===== config.mk =====
export PLATFORM = sky130hd
export DESIGN_NAME = ssh_status_top
export DESIGN_NICKNAME = d
export VERILOG_FILES = /design/src/ssh_pkg.sv /design/src/ssh_status_top.sv /design/src/ssh_status_reg.sv
export SDC_FILE = /design/constraint.sdc
export NUM_CORES = 1
export LEC_CHECK = 0
export BUFFER_PORTS_ARGS = -buffer_cell sky130_fd_sc_hd__buf_2
export CORE_MARGIN = 5
export CORE_UTILIZATION = 45
export CTS_CLUSTER_DIAMETER = 60
export DETAILED_ROUTE_END_ITERATION = 10
export PLACE_DENSITY = 0.69
export SYNTH_ARGS = -nofsm -noshare
export SYNTH_HDL_FRONTEND = slang
export SYNTH_SLANG_ARGS = --single-unit
export TNS_END_PERCENT = 30

===== constraint.sdc =====
create_clock -name clock -period 2.5 [get_ports clock]
set_input_delay 0.75 -clock clock [delete_from_list [all_inputs] [get_ports clock]]
set_output_delay 0.75 -clock clock [all_outputs]
set_load 0.05 [all_outputs]

===== src/ssh_pkg.sv =====
package ssh_pkg;

  // ****************************************************************
  // widths and selectors
  // ****************************************************************
  localparam int NUM_REGS = 3;
  typedef logic [14:0] ssh_bits_t;
  typedef logic [1:0] ssh_sel_t;
  typedef logic [2:0] ssh_part_t;

  localparam ssh_sel_t SEL_OPER = 2'h0;
  localparam ssh_sel_t SEL_QUES = 2'h1;
  localparam ssh_sel_t SEL_SEV = 2'h2;
  localparam ssh_sel_t SEL_STB = 2'h3;

  localparam ssh_part_t PART_LIVE = 3'h0;
  localparam ssh_part_t PART_RISE = 3'h1;
  localparam ssh_part_t PART_FALL = 3'h2;
  localparam ssh_part_t PART_EVENT = 3'h3;
  localparam ssh_part_t PART_MASK = 3'h4;

  // ****************************************************************
  // bit positions and reset values
  // ****************************************************************
  localparam int OPER_CAL_BIT = 0;
  localparam int STB_ERR = 2;
  localparam int STB_QUES = 3;
  localparam int STB_MAV = 4;
  localparam int STB_SEV = 5;
  localparam int STB_MSS = 6;
  localparam int STB_OPER = 7;
  localparam logic [7:0] SRE_USED = 8'hBF;
  localparam ssh_bits_t RISE_RST = 15'h7FFF;
  localparam ssh_bits_t FALL_RST = 15'h0000;
  localparam ssh_bits_t MASK_RST = 15'h0000;
  localparam ssh_bits_t EVENT_RST = 15'h0000;
  localparam logic [7:0] SRE_RST = 8'h00;

  // ****************************************************************
  // carriers and state
  // ****************************************************************
  typedef struct packed {
    logic valid;
    logic write;
    ssh_sel_t sel;
    ssh_part_t part;
    logic [15:0] wdata;
  } ssh_req_s;

  typedef struct packed {
    logic valid;
    logic [15:0] data;
  } ssh_rsp_s;

  typedef struct packed {
    ssh_bits_t live;
    ssh_bits_t rise;
    ssh_bits_t fall;
    ssh_bits_t evt;
    ssh_bits_t mask;
    logic sum;
  } ssh_reg_s;

  typedef struct packed {
    ssh_rsp_s rsp;
    logic [7:0] stb;
    logic [7:0] sre;
    logic srq;
  } ssh_top_s;

endpackage : ssh_pkg


===== src/ssh_status_top.sv =====
`timescale 1ns/100ps
// What this block does
// RL1 - five 16-bit parts per status register
// RL2 - one bit position per status, independent
// RL3 - top bit of every part reads zero
// RL4 - operation bit zero is calibration status
// RL5 - live part follows hardware or sum bits
// RL6 - live part ignores writes, reads harmless
// RL7 - rising edge latches event if enabled
// RL8 - falling edge latches event if enabled
// RL9 - edge filters freely readable and writable
// RL10 - event part read-only, cleared by reading
// RL11 - events come only from filtered edges
// RL12 - masked events OR into sum bit
// RL13 - summary mask freely readable and writable
// RL14 - sum bit feeds next level live bit
// RL15 - sum bits generated automatically, always
// RL16 - status byte tops the hierarchy
// RL17 - request enable masks status byte
// RL18 - message available bit follows output buffer
// RL19 - registers queryable over remote link
// RL20 - enable bit six ignored; six summarises
// RL21 - enabled status bit rising raises request
// RL22 - new event survives simultaneous clearing read
// RL23 - edges found against previous cycle sample
module ssh_status_top (
  // clock and reset
  input wire logic clock,
  input wire logic srst,
  // remote link register access
  input wire ssh_pkg::ssh_req_s req,
  output ssh_pkg::ssh_rsp_s rsp,
  // hardware status
  input wire logic cal_status,
  input wire logic [14:1] oper_status,
  input wire ssh_pkg::ssh_bits_t ques_status,
  input wire ssh_pkg::ssh_bits_t sev_status,
  input wire logic err_queue_not_empty,
  input wire logic msg_available,
  // status byte and request
  output logic [7:0] status_byte,
  output logic service_request
);
  import ssh_pkg::*;

  // ****************************************************************
  // state
  // ****************************************************************
  ssh_top_s st_q;
  ssh_top_s st_d;
  logic [7:0] stb_live;
  logic [7:0] stb_rise;
  logic mss;

  ssh_bits_t live_vec [NUM_REGS];
  logic [15:0] rdata_vec [NUM_REGS];
  logic [NUM_REGS-1:0] sum_vec;
  logic [NUM_REGS-1:0] wr_vec;
  logic [NUM_REGS-1:0] clr_vec;

  // ****************************************************************
  // status registers
  // ****************************************************************
  // every register shares one layout, so a single loop builds all of
  // them; each bit position is its own lane end to end
  assign live_vec[SEL_OPER] = {oper_status, cal_status}; // RL4
  assign live_vec[SEL_QUES] = ques_status; // RL5
  assign live_vec[SEL_SEV] = sev_status; // RL5

  generate
    for (genvar g = 0; g < NUM_REGS; g++) begin : g_reg
      ssh_status_reg u_reg (
        .clock(clock),
        .srst(srst),
        .live_in(live_vec[g]),
        .wr_en(wr_vec[g]),
        .part(req.part),
        .wdata(req.wdata[14:0]),
        .rd_clear(clr_vec[g]),
        .rdata(rdata_vec[g]),
        .sum(sum_vec[g])
      ); // RL1 RL2 RL15
    end
  endgenerate

  // ****************************************************************
  // status byte
  // ****************************************************************
  always_comb begin
    stb_live = 8'h00;
    stb_live[STB_ERR] = err_queue_not_empty;
    stb_live[STB_QUES] = sum_vec[SEL_QUES]; // RL14 RL16
    stb_live[STB_MAV] = msg_available; // RL18
    stb_live[STB_SEV] = sum_vec[SEL_SEV]; // RL14 RL16
    stb_live[STB_OPER] = sum_vec[SEL_OPER]; // RL14 RL16
    // bit six never masks itself, which also avoids a loop
    mss = |(stb_live & st_q.sre & SRE_USED); // RL17 RL20
    stb_live[STB_MSS] = mss; // RL20
    // compare against the byte as registered last cycle
    stb_rise = stb_live & ~st_q.stb & st_q.sre & SRE_USED; // RL21 RL23
  end

  // ****************************************************************
  // request decode
  // ****************************************************************
  // a read returns the part as it stood before this cycle; the clear of
  // an event part lands on the same edge as the captured data, so no
  // event can fall between read and clear
  always_comb begin
    st_d = st_q;
    wr_vec = '0;
    clr_vec = '0;
    st_d.rsp.valid = req.valid; // RL19
    st_d.rsp.data = 16'h0000;
    if (req.valid && req.sel == SEL_STB) begin
      if (req.write && req.part == PART_MASK) begin
        st_d.sre = req.wdata[7:0] & SRE_USED; // RL17 RL20
      end else if (!req.write && req.part == PART_LIVE) begin
        st_d.rsp.data = {8'h00, st_q.stb};
      end else if (!req.write && req.part == PART_MASK) begin
        st_d.rsp.data = {8'h00, st_q.sre};
      end
    end else if (req.valid && req.write) begin
      // writes to live and event parts are dropped inside
      wr_vec[req.sel] = 1'h1; // RL6 RL9 RL13
    end else if (req.valid) begin
      st_d.rsp.data = rdata_vec[req.sel]; // RL3 RL19
      clr_vec[req.sel] = (req.part == PART_EVENT); // RL10
    end
    st_d.stb = stb_live; // RL16
    st_d.srq = |stb_rise; // RL21
    if (srst) begin
      st_d = '{rsp: '0, stb: 8'h00, sre: SRE_RST, srq: 1'h0};
    end
  end

  always_ff @(posedge clock) begin
    st_q <= st_d;
  end

  // ****************************************************************
  // outputs
  // ****************************************************************
  assign rsp = st_q.rsp;
  assign status_byte = st_q.stb;
  assign service_request = st_q.srq;
endmodule : ssh_status_top


===== src/ssh_status_reg.sv =====
`timescale 1ns/100ps
module ssh_status_reg (
  // clock and reset
  input wire logic clock,
  input wire logic srst,
  // hardware status
  input wire ssh_pkg::ssh_bits_t live_in,
  // software access
  input wire logic wr_en,
  input wire ssh_pkg::ssh_part_t part,
  input wire ssh_pkg::ssh_bits_t wdata,
  input wire logic rd_clear,
  // results
  output logic [15:0] rdata,
  output logic sum
);
  import ssh_pkg::*;

  ssh_reg_s st_q;
  ssh_reg_s st_d;
  ssh_bits_t rise_hit;
  ssh_bits_t fall_hit;

  // ****************************************************************
  // edge filters and event latch
  // ****************************************************************
  assign rise_hit = live_in & ~st_q.live & st_q.rise; // RL7
  assign fall_hit = ~live_in & st_q.live & st_q.fall; // RL8

  always_comb begin
    st_d = st_q;
    st_d.live = live_in; // RL5
    if (wr_en && part == PART_RISE) begin
      st_d.rise = wdata; // RL9
    end else if (wr_en && part == PART_FALL) begin
      st_d.fall = wdata; // RL9
    end else if (wr_en && part == PART_MASK) begin
      st_d.mask = wdata; // RL13
    end
    // a new edge beats the clearing read
    st_d.evt = (rd_clear ? EVENT_RST : st_q.evt) | rise_hit | fall_hit; // RL22
    st_d.sum = |(st_q.evt & st_q.mask); // RL12
    if (srst) begin
      st_d = '{live: '0, rise: RISE_RST, fall: FALL_RST,
               evt: EVENT_RST, mask: MASK_RST, sum: 1'h0};
    end
  end

  always_ff @(posedge clock) begin
    st_q <= st_d;
  end

  always_comb begin
    case (part)
      PART_LIVE: rdata = {1'h0, st_q.live}; // RL3
      PART_RISE: rdata = {1'h0, st_q.rise};
      PART_FALL: rdata = {1'h0, st_q.fall};
      PART_EVENT: rdata = {1'h0, st_q.evt};
      PART_MASK: rdata = {1'h0, st_q.mask};
      default: rdata = 16'h0000;
    endcase
  end

  assign sum = st_q.sum;
endmodule : ssh_status_reg


==> results of run 1 <==
==> flip-flops by register name, summed over array words and instances, names as in the netlist <==
| name | flops |
|---|---|
| g.u_reg.st_q | 225 |
| rsp | 16 |
| st_q | 7 |
| status_byte | 6 |
| g.u_reg.sum | 3 |
| service_request | 1 |
==> stage by stage <==
step	area, µm²	instances	setup WS (ns)
finish	13600	1776	0.447
detailed placement	12700	1729	0.0172
global route	13600	1776	0.424
global placement	12700	1729	0.0114
floorplan	11800	1346	0.293
CTS	13600	1776	0.444
==> kinds of logic after synthesis <==
family / count (synthesis) / share of synthesized area, %
compound gates: 280 / 15.5
buf+inv: 131 / 5.54
flops: 258 / 43.9
other cells: 1 / 0.0319
simple gates: 535 / 22.6
mux: 139 / 12.4
==> routing by layer <==
layer | part of all wire [%] | track usage (%) | wire (µm)
met1 | 43 | 32.4 | 15900
met2 | 45 | 39.4 | 16800
met3 | 7.4 | 3.95 | 2750
met4 | 4.2 | 9.30 | 1560
met5 | 0 | 0 | 0
==> worst max path at each step <==
stage | from | endpoint | slack, ns
floorplan | req[17] | rsp[3] | 0.29
global placement | req[17] | rsp[4] | 0.01
detailed placement | req[16] | rsp[4] | 0.02
CTS | status_byte[3] | status_byte[3] | 0.44
global route | status_byte[3] | status_byte[3] | 0.42
finish | status_byte[3] | status_byte[3] | 0.45
==> cells in the final DEF (no fill, tap or decap), drive strengths merged, types with 11 or more instances in the layout <==
master,count
mux2i,109
nor2b,55
o22ai,11
a22oi,26
nor2,107
dfxtp,258
nand2,239
mux2,27
o221ai,11
clkbuf,42
a21oi,93
nand3b,93
o211ai,12
o21ai,64
buf,172
==> final cells by class <==
| cell class | count | area share (%) |
|---|---|---|
| Multi-Input combinational cell | 957 | 43.9 |
| Sequential cell | 258 | 38.0 |
| Timing Repair Buffer | 172 | 8.50 |
| Clock buffer | 42 | 6.00 |
| Tap cell | 335 | 3.09 |
| Clock inverter | 5 | 0.258 |
| Inverter | 7 | 0.193 |
==> power by group <==
part / total (mW) / internal, mW / switching [mW]
sequential: 4.33 / 4.23 / 0.0961
combinational: 0.862 / 0.344 / 0.519
clock: 3.90 / 2.24 / 1.66
total: 9.09 / 6.81 / 2.28
==> impl_summary.log, run 1 <==
[metrics] result of the run: finished clean
[metrics] worst min-delay path startpoint: oper_status[12]
[metrics] Vias: 10300
[metrics] warnings from Yosys: 0
[metrics] share of async-settable or async-resettable flops after synthesis: 0%
[metrics] Max Clock Skew: 0.0106 ns
[metrics] number of slew-limit violations in the final report: 0
[metrics] FILL cells: 2446
[metrics] Cells after Synth: 1344
[metrics] Antenna Diode Count: 0
[metrics] final core utilization: 52.4%
[metrics] class of the most critical hold timing path: primary input to register
[metrics] largest net degree at the start of global routing: 136
[metrics] maximum vdd ir drop: 556 µV
[metrics] number of buffers created by CTS: 28
[metrics] Post-synth top cells: dfxtp_1 (258), nand2_1 (239), mux2i_1 (109)
[metrics] number of buffers inserted by port buffering: 93
[metrics] capture point of the worst reg-to-reg path: rsp[14]
[metrics] WL final: 37000 µm
[metrics] die outline height: 172 µm
[metrics] RSZ-0062 raised after global routing: no
[metrics] leakage power total: 5.68 nW
[metrics] initial antenna violation count: 0
[metrics] sequential cell area fraction in the yosys report: 43.9%
[metrics] sequential cell area in the final layout: 5160 µm²
[metrics] EDFF count, synth: 0
[metrics] Vias per Instance: 5.82
[metrics] layout-stage area growth over the synthesis result: 15.4%
[metrics] arrival time reported for the critical path endpoint: 1.30 ns
[metrics] number of standard-cell rows in the floorplan: 59
[metrics] reg-to-reg setup timing slack: 0.95 ns
[metrics] overflow left after global routing: 0
[metrics] measured slew at the worst slew-check pin: 0.591 ns
[metrics] HPWL after detailed placement: 26000 µm
[metrics] family of cells with the greatest summed delay on the critical path: flip-flops
[metrics] initial cell density of the core: 45.4%
[metrics] Final #Nets: 1496
[metrics] # Post-CTS Setup Buffers: 0
[metrics] Setup violations, final: 0
[metrics] Setup crit start kind: register
[metrics] cell type of the slowest stage on the worst timing path: dfxtp_1
[metrics] total of cells resized after clock tree synthesis: 0
[metrics] total power: 9.09 mW
[metrics] die span in x: 172 µm
[metrics] netlist area before placement: 11800 µm²
[metrics] crit-path cells: buf_2
[metrics] dominant register cell in the synthesized netlist: dfxtp_1
[metrics] Yosys top cell by area: dfxtp_1
[metrics] global-route wire length before repair: 56400 µm
[metrics] vias in the first global route: 9871
[metrics] library cell used as clock root buffer: clkbuf_16
[metrics] hold endpoint: g_reg[0].u_reg.st_q[73]
[metrics] shortest clock period the worst path allows after layout: 2.05 ns
[metrics] count of different cell masters after synthesis: 53
[metrics] multi-input combinational cell area: 5960 µm²
[metrics] Crit. End Element: primary output
[metrics] H-Tree Depth: 1
[metrics] Buffers & Inverters on Critical Path: 1
[metrics] # IOs: 98
[metrics] Clock transition at path regs: 0.06 ns
[metrics] Setup Total Neg Slack: 0 ns
[metrics] Mean Syn Cell Area: 8.76 µm²
[metrics] peak per-stage delay on the critical path: 0.45 ns
[metrics] leading post-synthesis cells by cell area: dfxtp_1 (44%), mux2i_1 (9.3%), nand2_1 (7.6%)
[metrics] post-cts hold buffer count: 0
[metrics] worst reg-to-reg path cell count: 3
[metrics] GR Util All Layers: 24.2%
[metrics] Min-Delay Path Depth: 2
[metrics] hold slack: 0.449 ns
[metrics] endpoint required time on the critical path: 1.75 ns
[metrics] starting DRC count in detailed routing: 896
[metrics] tightest slew margin relative to the limit: 60.5%
[metrics] Final Wtd Congestion: 0.929
[metrics] maximum clock insertion buffer count: 3
[metrics] clock insertion delay at the later pin of the skew report: 0.54 ns
[metrics] share of layout cells above drive strength 1: 18.3%
[metrics] drt pass-1 iters: 5
[metrics] number of hold violations in the final report: 0
[metrics] flip-flop and latch count after synthesis: 258
[metrics] area share of the leading cell type in the synthesized netlist: 43.9%
[metrics] max-cap check violation count: 0
[metrics] Final period util: 82.1%
[metrics] clock sink count: 258
[metrics] Wirelength per Cell: 20.8 µm
[metrics] Fmax achieved: 0.487 GHz
[metrics] CTS tree: done
[metrics] CORE AREA: 25900 µm²
[metrics] type of the worst setup path: register to primary output
[metrics] largest fanout of any net on the critical path: 3
[metrics] post-detailed-route DRC marker count: 0
[metrics] Die Footprint: 29500 µm²
[metrics] count of antenna-violating nets left after detailed routing: 0
[metrics] cell with the most instances after synthesis: dfxtp_1
[metrics] Critical Path Stages: 1
[metrics] R2R Path Start: g_reg[1].u_reg.st_q[30]
[metrics] pwr dens: 669 nW/µm²
Note: power is estimated with default switching activity, not from simulation.
==> run 2: changes to the inputs <==
--- a/config.mk
+++ b/config.mk
@@ -5,12 +5,13 @@
 export SDC_FILE = /design/constraint.sdc
 export NUM_CORES = 1
 export LEC_CHECK = 0
+export ABC_AREA = 1
 export BUFFER_PORTS_ARGS = -buffer_cell sky130_fd_sc_hd__buf_2
 export CORE_MARGIN = 5
 export CORE_UTILIZATION = 45
 export CTS_CLUSTER_DIAMETER = 60
 export DETAILED_ROUTE_END_ITERATION = 10
-export PLACE_DENSITY = 0.69
+export PLACE_DENSITY = 0.71
 export SYNTH_ARGS = -nofsm -noshare
 export SYNTH_HDL_FRONTEND = slang
 export SYNTH_SLANG_ARGS = --single-unit
==> constraint.sdc (replaced) <==
create_clock -name clock -period 1.7 [get_ports clock]
set_input_delay 0.51 -clock clock [delete_from_list [all_inputs] [get_ports clock]]
set_output_delay 0.51 -clock clock [all_outputs]
set_load 0.05 [all_outputs]
==> run 2 against run 1 <==
Compared with the run above: synthesized area increased by 0.47%; critical path type unchanged; hold slack got worse by 0.26 ns; cell count increased by 25%; highest routed layer unchanged.
==> impl_summary.log, run 2 <==
[metrics] Vias per Instance: 5.49
[metrics] Fmax achieved: 0.608 GHz
[metrics] family of cells with the greatest summed delay on the critical path: flip-flops
[metrics] max-cap check violation count: 0
[metrics] top register by number of flip-flops: g.u_reg.st_q
[metrics] Die Footprint: 29600 µm²
[metrics] post-detailed-route DRC marker count: 0
[metrics] largest fanout of any net on the critical path: 3
[metrics] # IOs: 98
[metrics] area share of the leading cell type in the synthesized netlist: 43.7%
[metrics] Setup Total Neg Slack: 0 ns
[metrics] number of buffers inserted by port buffering: 93
[metrics] EDFF count, synth: 0
[metrics] HPWL after detailed placement: 26600 µm
[metrics] cell type of the slowest stage on the worst timing path: dfxtp_1
[metrics] worst reg-to-reg path cell count: 4
[metrics] die outline height: 172 µm
[metrics] flip-flop and latch count after synthesis: 258
[metrics] number of hold violations in the final report: 0
[metrics] worst setup timing slack at the placement stage: -0.299 ns
[metrics] library cell used as clock root buffer: clkbuf_16
[metrics] share of async-settable or async-resettable flops after synthesis: 0%
[metrics] number of standard-cell rows in the floorplan: 59
[metrics] clock sink count: 258
[metrics] RSZ-0062 raised after global routing: no
[metrics] warnings from Yosys: 0
[metrics] drt pass-1 iters: 6
[metrics] count of antenna-violating nets left after detailed routing: 0
[metrics] Antenna Diode Count: 0
[metrics] shortest clock period the worst path allows after layout: 1.64 ns
[metrics] number of buffers created by CTS: 30
[metrics] arrival time reported for the critical path endpoint: 1.13 ns
[metrics] most common cell after layout, fill and taps aside: nand2_1
[metrics] netlist area before placement: 11800 µm²
[metrics] Clock transition at path regs: 0.06 ns
[metrics] starting DRC count in detailed routing: 1370
[metrics] overflow left after global routing: 0
[metrics] vias in the first global route: 11300
[metrics] Setup violations, final: 0
[metrics] Post-synth top cells: nand2_1 (426), nor2_1 (276), dfxtp_1 (258)
[metrics] measured slew at the worst slew-check pin: 0.500 ns
[metrics] WL final: 38200 µm
[metrics] type of the worst setup path: register to primary output
[metrics] global-route wire length before repair: 60000 µm
[metrics] clock insertion delay at the later pin of the skew report: 0.54 ns
[metrics] class of the most critical hold timing path: primary input to register
[metrics] Final #Nets: 1936
[metrics] tightest slew margin relative to the limit: 66.3%
[metrics] maximum vdd ir drop: 841 µV
[metrics] dominant register cell in the synthesized netlist: dfxtp_1
[metrics] sequential cell area fraction in the yosys report: 43.7%
[metrics] max FFs per register: 225
[metrics] initial cell density of the core: 45.5%
[metrics] cell with the most instances after synthesis: nand2_1
[metrics] post-cts hold buffer count: 0
[metrics] total power: 13.7 mW
[metrics] # Post-CTS Setup Buffers: 0
[metrics] Max Clock Skew: 0.0103 ns
[metrics] H-Tree Depth: 1
[metrics] most used cells in the layout excluding fill and tap cells: nand2_1 (426), nor2_1 (276), dfxtp_1 (258)
[metrics] Vias: 12200
[metrics] endpoint required time on the critical path: 1.19 ns
[metrics] leading post-synthesis cells by cell area: dfxtp_1 (44%), nand2_1 (14%), nand3_1 (9.2%)
[metrics] Setup crit start kind: register
[metrics] layout-stage area growth over the synthesis result: 17.8%
[metrics] Final period util: 96.7%
[metrics] Min-Delay Path Depth: 3
[metrics] peak per-stage delay on the critical path: 0.35 ns
[metrics] largest net degree at the start of global routing: 51
[metrics] leakage power total: 6.55 nW
[metrics] CTS tree: done
[metrics] Critical Path Stages: 1
[metrics] Final Wtd Congestion: 0.949
[metrics] pwr dens: 982 nW/µm²
[metrics] result of the run: finished clean
[metrics] Mean Syn Cell Area: 6.69 µm²
[metrics] Yosys top cell by area: dfxtp_1
[metrics] Cells after Synth: 1768
[metrics] initial antenna violation count: 0
[metrics] maximum clock insertion buffer count: 3
[metrics] die span in x: 172 µm
[metrics] count of different cell masters after synthesis: 26
[metrics] GR Util All Layers: 25.4%
[metrics] Crit. End Element: primary output
[metrics] Wirelength per Cell: 17.2 µm
[metrics] Final Worst Setup Slack: 0.0558 ns
[metrics] number of slew-limit violations in the final report: 0
[metrics] crit-path cells: clkbuf_4
[metrics] Buffers & Inverters on Critical Path: 1
[metrics] CORE AREA: 26000 µm²
[metrics] share of layout cells above drive strength 1: 13.5%
run 2: cell count changes after synthesis, sizes merged, moves of 93 or more:
cell	change
inv	+133
nand2	+188
nand3	+212
mux2i	-109
nor2	+172
nand3b	-93
run 2: per-layer routing:
layer  global-route usage (%)  wire, µm  vias to the layer above  part of all wire (%)
li1                         -         -                     5920                     -
met1                     33.9     15800                     5594                    41
met2                     41.8     17600                      564                    46
met3                     4.05      3520                       88                   9.2
met4                     9.09      1290                        0                   3.4
met5                        0         0                        -                     0
run 2: layout make-up:
cell class	count	area, µm²
clock buffer	43	881
fill	2574	12100
inverter	143	538
clock inverter	6	33.8
tap	335	419
sequential	258	5160
multi-input combinational	1235	5470
timing repair buffer	196	1420
run 2: path summary, 6_finish.rpt:
| kind | to | slack [ns] | from |
|---|---|---|---|
| hold reg to reg | status_byte[7] | 0.43 | g_reg[0].u_reg.sum |
| setup / recovery | status_byte[7] | 0.06 | status_byte[7] |
| setup reg to reg | g_reg[1].u_reg.sum | 0.46 | g_reg[1].u_reg.st_q[29] |
| hold / removal | status_byte[2] | 0.18 | err_queue_not_empty |
run 2: cells by family (layout without fill, tap and decap cells):
family                 count (synthesis)  after routing  synth area share, %
flip-flops                           258            258                 43.7
AO/OA/AOI/OAI                        243            243                 11.0
buffers and inverters                277            388                 10.1
other                                  1              3               0.0317
AND/OR/NAND/NOR                      989            989                 35.2
run 2: metrics by stage:
step | hold slack, ns | utilization, % | cell area (µm²) | cells
after floorplan | 0.403 | - | 11800 | 1770
after global placement | 0.416 | 50.0 | 13000 | 2167
after detailed placement | 0.417 | 50.0 | 13000 | 2167
after CTS | 0.170 | 53.6 | 13900 | 2216
after global routing | 0.183 | 53.6 | 13900 | 2216
final | 0.185 | 53.6 | 13900 | 2216
run 2: what timing repair did:
item | CTS | global route
setup endpoints to repair | 4 | 2
gates resized for setup | 4 | 2
pin swaps | 0 | 0
endpoints found under the hold margin | 0 | 0
run 2: power by group:
group | leakage [nW] | switching [mW] | internal, mW | total (mW)
registers | 2.11 | 0.140 | 6.23 | 6.37
logic | 3.99 | 0.877 | 0.438 | 1.32
clock network | 0.456 | 2.44 | 3.54 | 5.99
total | 6.55 | 3.46 | 10.2 | 13.7
==> run 3: changes to the inputs <==
--- a/config.mk
+++ b/config.mk
@@ -14,5 +14,6 @@
 export PLACE_DENSITY = 0.71
 export SYNTH_ARGS = -nofsm -noshare
 export SYNTH_HDL_FRONTEND = slang
+export SYNTH_HIERARCHICAL = 1
 export SYNTH_SLANG_ARGS = --single-unit
 export TNS_END_PERCENT = 30
==> run 3 against run 2 <==
Compared with the run above: hold slack gained 0.0024 ns; critical path depth stayed put; clock skew increased by 0.013 ns; via count rose by 6.6%; global-route usage decreased by 1.8 points; core utilization barely moved; sequential power barely moved; clock power up 7.3%; non-clock buffer count decreased by 4; sequential share of layout area down 3.2 points; first-iteration DRC count decreased by 11%; critical path type unchanged.
==> impl_summary.log, run 3 <==
[metrics] count of antenna-violating nets left after detailed routing: 0
[metrics] initial cell density of the core: 45.4%
[metrics] arrival time reported for the critical path endpoint: 1.15 ns
[metrics] WL final: 40000 µm
[metrics] number of standard-cell rows in the floorplan: 62
[metrics] die outline height: 180 µm
[metrics] number of slew-limit violations in the final report: 0
[metrics] flip-flop and latch count after synthesis: 259
[metrics] Worst Setup SP: rsp[5]
[metrics] worst reg-to-reg path cell count: 8
[metrics] Final period util: 97.9%
[metrics] die span in x: 180 µm
[metrics] Min-Delay Path Depth: 3
[metrics] dominant register cell in the synthesized netlist: dfxtp_1
[metrics] reg-to-reg setup timing slack: 0.47 ns
[metrics] measured slew at the worst slew-check pin: 0.670 ns
[metrics] shortest clock period the worst path allows after layout: 1.66 ns
[metrics] largest fanout of any net on the critical path: 1
[metrics] clock insertion delay at the later pin of the skew report: 0.56 ns
[metrics] post-detailed-route DRC marker count: 0
[metrics] portion of total power attributed to the clock network: 45.0%
[metrics] H-Tree Depth: 1
[metrics] Setup crit start kind: register
[metrics] number of buffers inserted by port buffering: 94
[metrics] EDFF count, synth: 0
[metrics] # IOs: 98
[metrics] worst min-delay path startpoint: oper_status[12]
[metrics] maximum vdd ir drop: 794 µV
[metrics] Fmax achieved: 0.601 GHz
[metrics] vias in the first global route: 11900
[metrics] family of cells with the greatest summed delay on the critical path: flip-flops
[metrics] number of hold violations in the final report: 0
[metrics] overflow left after global routing: 0
[metrics] peak per-stage delay on the critical path: 0.34 ns
[metrics] maximum clock insertion buffer count: 3
[metrics] result of the run: finished clean
[metrics] Setup violations, final: 0
[metrics] area share of the leading cell type in the synthesized netlist: 40.0%
[metrics] Cells after Synth: 2021
[metrics] clock sink count: 259
[metrics] # Post-CTS Setup Buffers: 0
[metrics] pwr dens: 934 nW/µm²
[metrics] fraction of power consumed by sequential logic: 44.8%
[metrics] Mean Syn Cell Area: 6.42 µm²
[metrics] P_int: 10.6 mW
[metrics] endpoint required time on the critical path: 1.19 ns
[metrics] most used cells in the layout excluding fill and tap cells: nand2_1 (806), nand3_1 (259), dfxtp_1 (259)
[metrics] Vias per Instance: 5.12
[metrics] share of layout cells above drive strength 1: 14.0%
[metrics] class of the most critical hold timing path: primary input to register
[metrics] Clock transition at path regs: 0.06 ns
[metrics] capture point of the worst reg-to-reg path: rsp[4]
[metrics] most common cell after layout, fill and taps aside: nand2_1
[metrics] Switch Pwr: 3.68 mW
[metrics] Yosys top cell by area: dfxtp_1
[metrics] starting DRC count in detailed routing: 1213
[metrics] top register by number of flip-flops: g.u_reg/st_q
[metrics] leading post-synthesis cells by cell area: dfxtp_1 (40%), nand2_1 (23%), nand3_1 (10%)
[metrics] sequential cell area fraction in the yosys report: 40.0%
[metrics] cell type of the slowest stage on the worst timing path: dfxtp_1
[metrics] Vias: 13000
[metrics] warnings from Yosys: 6
[metrics] HPWL after detailed placement: 28100 µm
[metrics] drt pass-1 iters: 5
[metrics] largest net degree at the start of global routing: 46
[metrics] CORE AREA: 28500 µm²
[metrics] Die Footprint: 32300 µm²
[metrics] hold endpoint: g_reg[0].u_reg/st_q[73]
[metrics] cell with the most instances after synthesis: nand2_1
[metrics] FILL cells: 2819
[metrics] Post-synth top cells: nand2_1 (806), dfxtp_1 (259), nand3_1 (259)
[metrics] number of buffers created by CTS: 29
[metrics] netlist area before placement: 13000 µm²
[metrics] max-cap check violation count: 0
[metrics] Crit. End Element: primary output
[metrics] Max Clock Skew: 0.0232 ns
[metrics] max FFs per register: 225
[metrics] total power: 14.3 mW
[metrics] RSZ-0062 raised after global routing: no
[metrics] count of different cell masters after synthesis: 23
[metrics] library cell used as clock root buffer: clkbuf_16
[metrics] instance count after placement with tap cells included: 2481
[metrics] layout-stage area growth over the synthesis result: 17.9%
[metrics] crit-path cells: buf_2
[metrics] Buffers & Inverters on Critical Path: 1
[metrics] global-route wire length before repair: 63200 µm
[metrics] tightest slew margin relative to the limit: 55.3%
[metrics] Cell Count, Final, Fillers Out: 2534
[metrics] GR Util All Layers: 23.6%
[metrics] type of the worst setup path: register to primary output
[metrics] Final #Nets: 2200
[metrics] Wirelength per Cell: 15.8 µm
[metrics] initial antenna violation count: 1
[metrics] Final Wtd Congestion: 0.894
[metrics] CTS tree: done
[metrics] R2R Path Start: g_reg[1].u_reg/st_q[20]
[metrics] share of async-settable or async-resettable flops after synthesis: 0%
[metrics] final core utilization: 53.6%
[metrics] switching fraction of total power: 25.7%
[metrics] leakage power total: 7.90 nW
[metrics] Combinational Power Share: 10.3%
## run 3: cell count changes after synthesis, moves of 40 or more
cell and change:
o211ai_1 +40, nand4_1 -48, nor2_1 -41, inv_1 +57
a31oi_1 -48, nand2_1 +380, o21ai_0 -147, nand3_1 +42
## run 3: how the worst max path moves through the flow
stage                                   end  slack (ns)  depth (start not counted)
global route                         rsp[7]      0.0007                          1
floorplan           g_reg[0].u_reg/st_q[46]    -0.00007                         10
detailed placement                  rsp[11]       -0.29                         13
global placement    g_reg[1].u_reg/st_q[17]       -0.27                         12
CTS                                 rsp[12]       0.002                          1
finish                               rsp[5]        0.04                          1
## run 3: timing repair
item                                    CTS  global route
endpoints found under the setup margin    7             6
pin swaps                                 0             0
cloned                                    0             0
resized for setup                         7             6
hold buffers                              0             0
## run 3: worst register-to-register path: stages, from the launching register on
cell,delay [ns]
dfxtp_1,0.33
nand3_1,0.08
nand2_1,0.06
nor2_1,0.13
nand2_1,0.11
nand2_1,0.14
nand3_1,0.09
nand2_1,0.09
nand2_1,0.07
## run 3: area by class of cell
| cell class | instances | area, µm² | area share, % |
|---|---|---|---|
| inverters | 211 | 800 | 5.23 |
| flip-flops and latches | 259 | 5180 | 33.9 |
| clock buffers | 34 | 774 | 5.06 |
| multi-input cells | 1435 | 6240 | 40.8 |
| clock inverters | 17 | 198 | 1.29 |
| repair buffers | 192 | 1610 | 10.5 |
| well taps | 384 | 480 | 3.14 |
| diodes | 2 | 5.00 | 0.0327 |
## run 3: metrics by stage
stage | setup slack [ns] | hold slack [ns] | instance area (µm²) | TNS, ns
after floorplan | -0.0000737 | 0.403 | 13000 | -0.000737
after global placement | -0.271 | 0.428 | 14300 | -25.64
after detailed placement | -0.295 | 0.430 | 14300 | -29.30
after CTS | 0.00167 | 0.168 | 15300 | 0
after global routing | 0.000651 | 0.179 | 15300 | 0
final | 0.0351 | 0.187 | 15300 | 0
## run 3: kinds of logic after synthesis
logic type	Yosys count	synth area share, %
and+or+nand+nor	1342	43.6
buffers and inverters	328	12.1
other	4	0.116
AOI/OAI and AO/OA	88	4.21
DFF	259	40.0
## run 3: power groups by stage
stage	combinational [mW]	clock, mW	sequential [mW]
after floorplan	0.866	0	6.48
after global placement	1.42	0	6.52
after detailed placement	1.44	0	6.52
after CTS	1.45	6.50	6.39
after global routing	1.61	6.77	6.41
final	1.46	6.43	6.40
## run 3: layer usage
layer	track usage, %	vias to the layer above	share of wire (%)
met2	38.9	475	46
met5	0	-	0
li1	-	6419	-
met4	7.25	0	3.1
met3	3.31	84	7.1
met1	32.1	5989	44
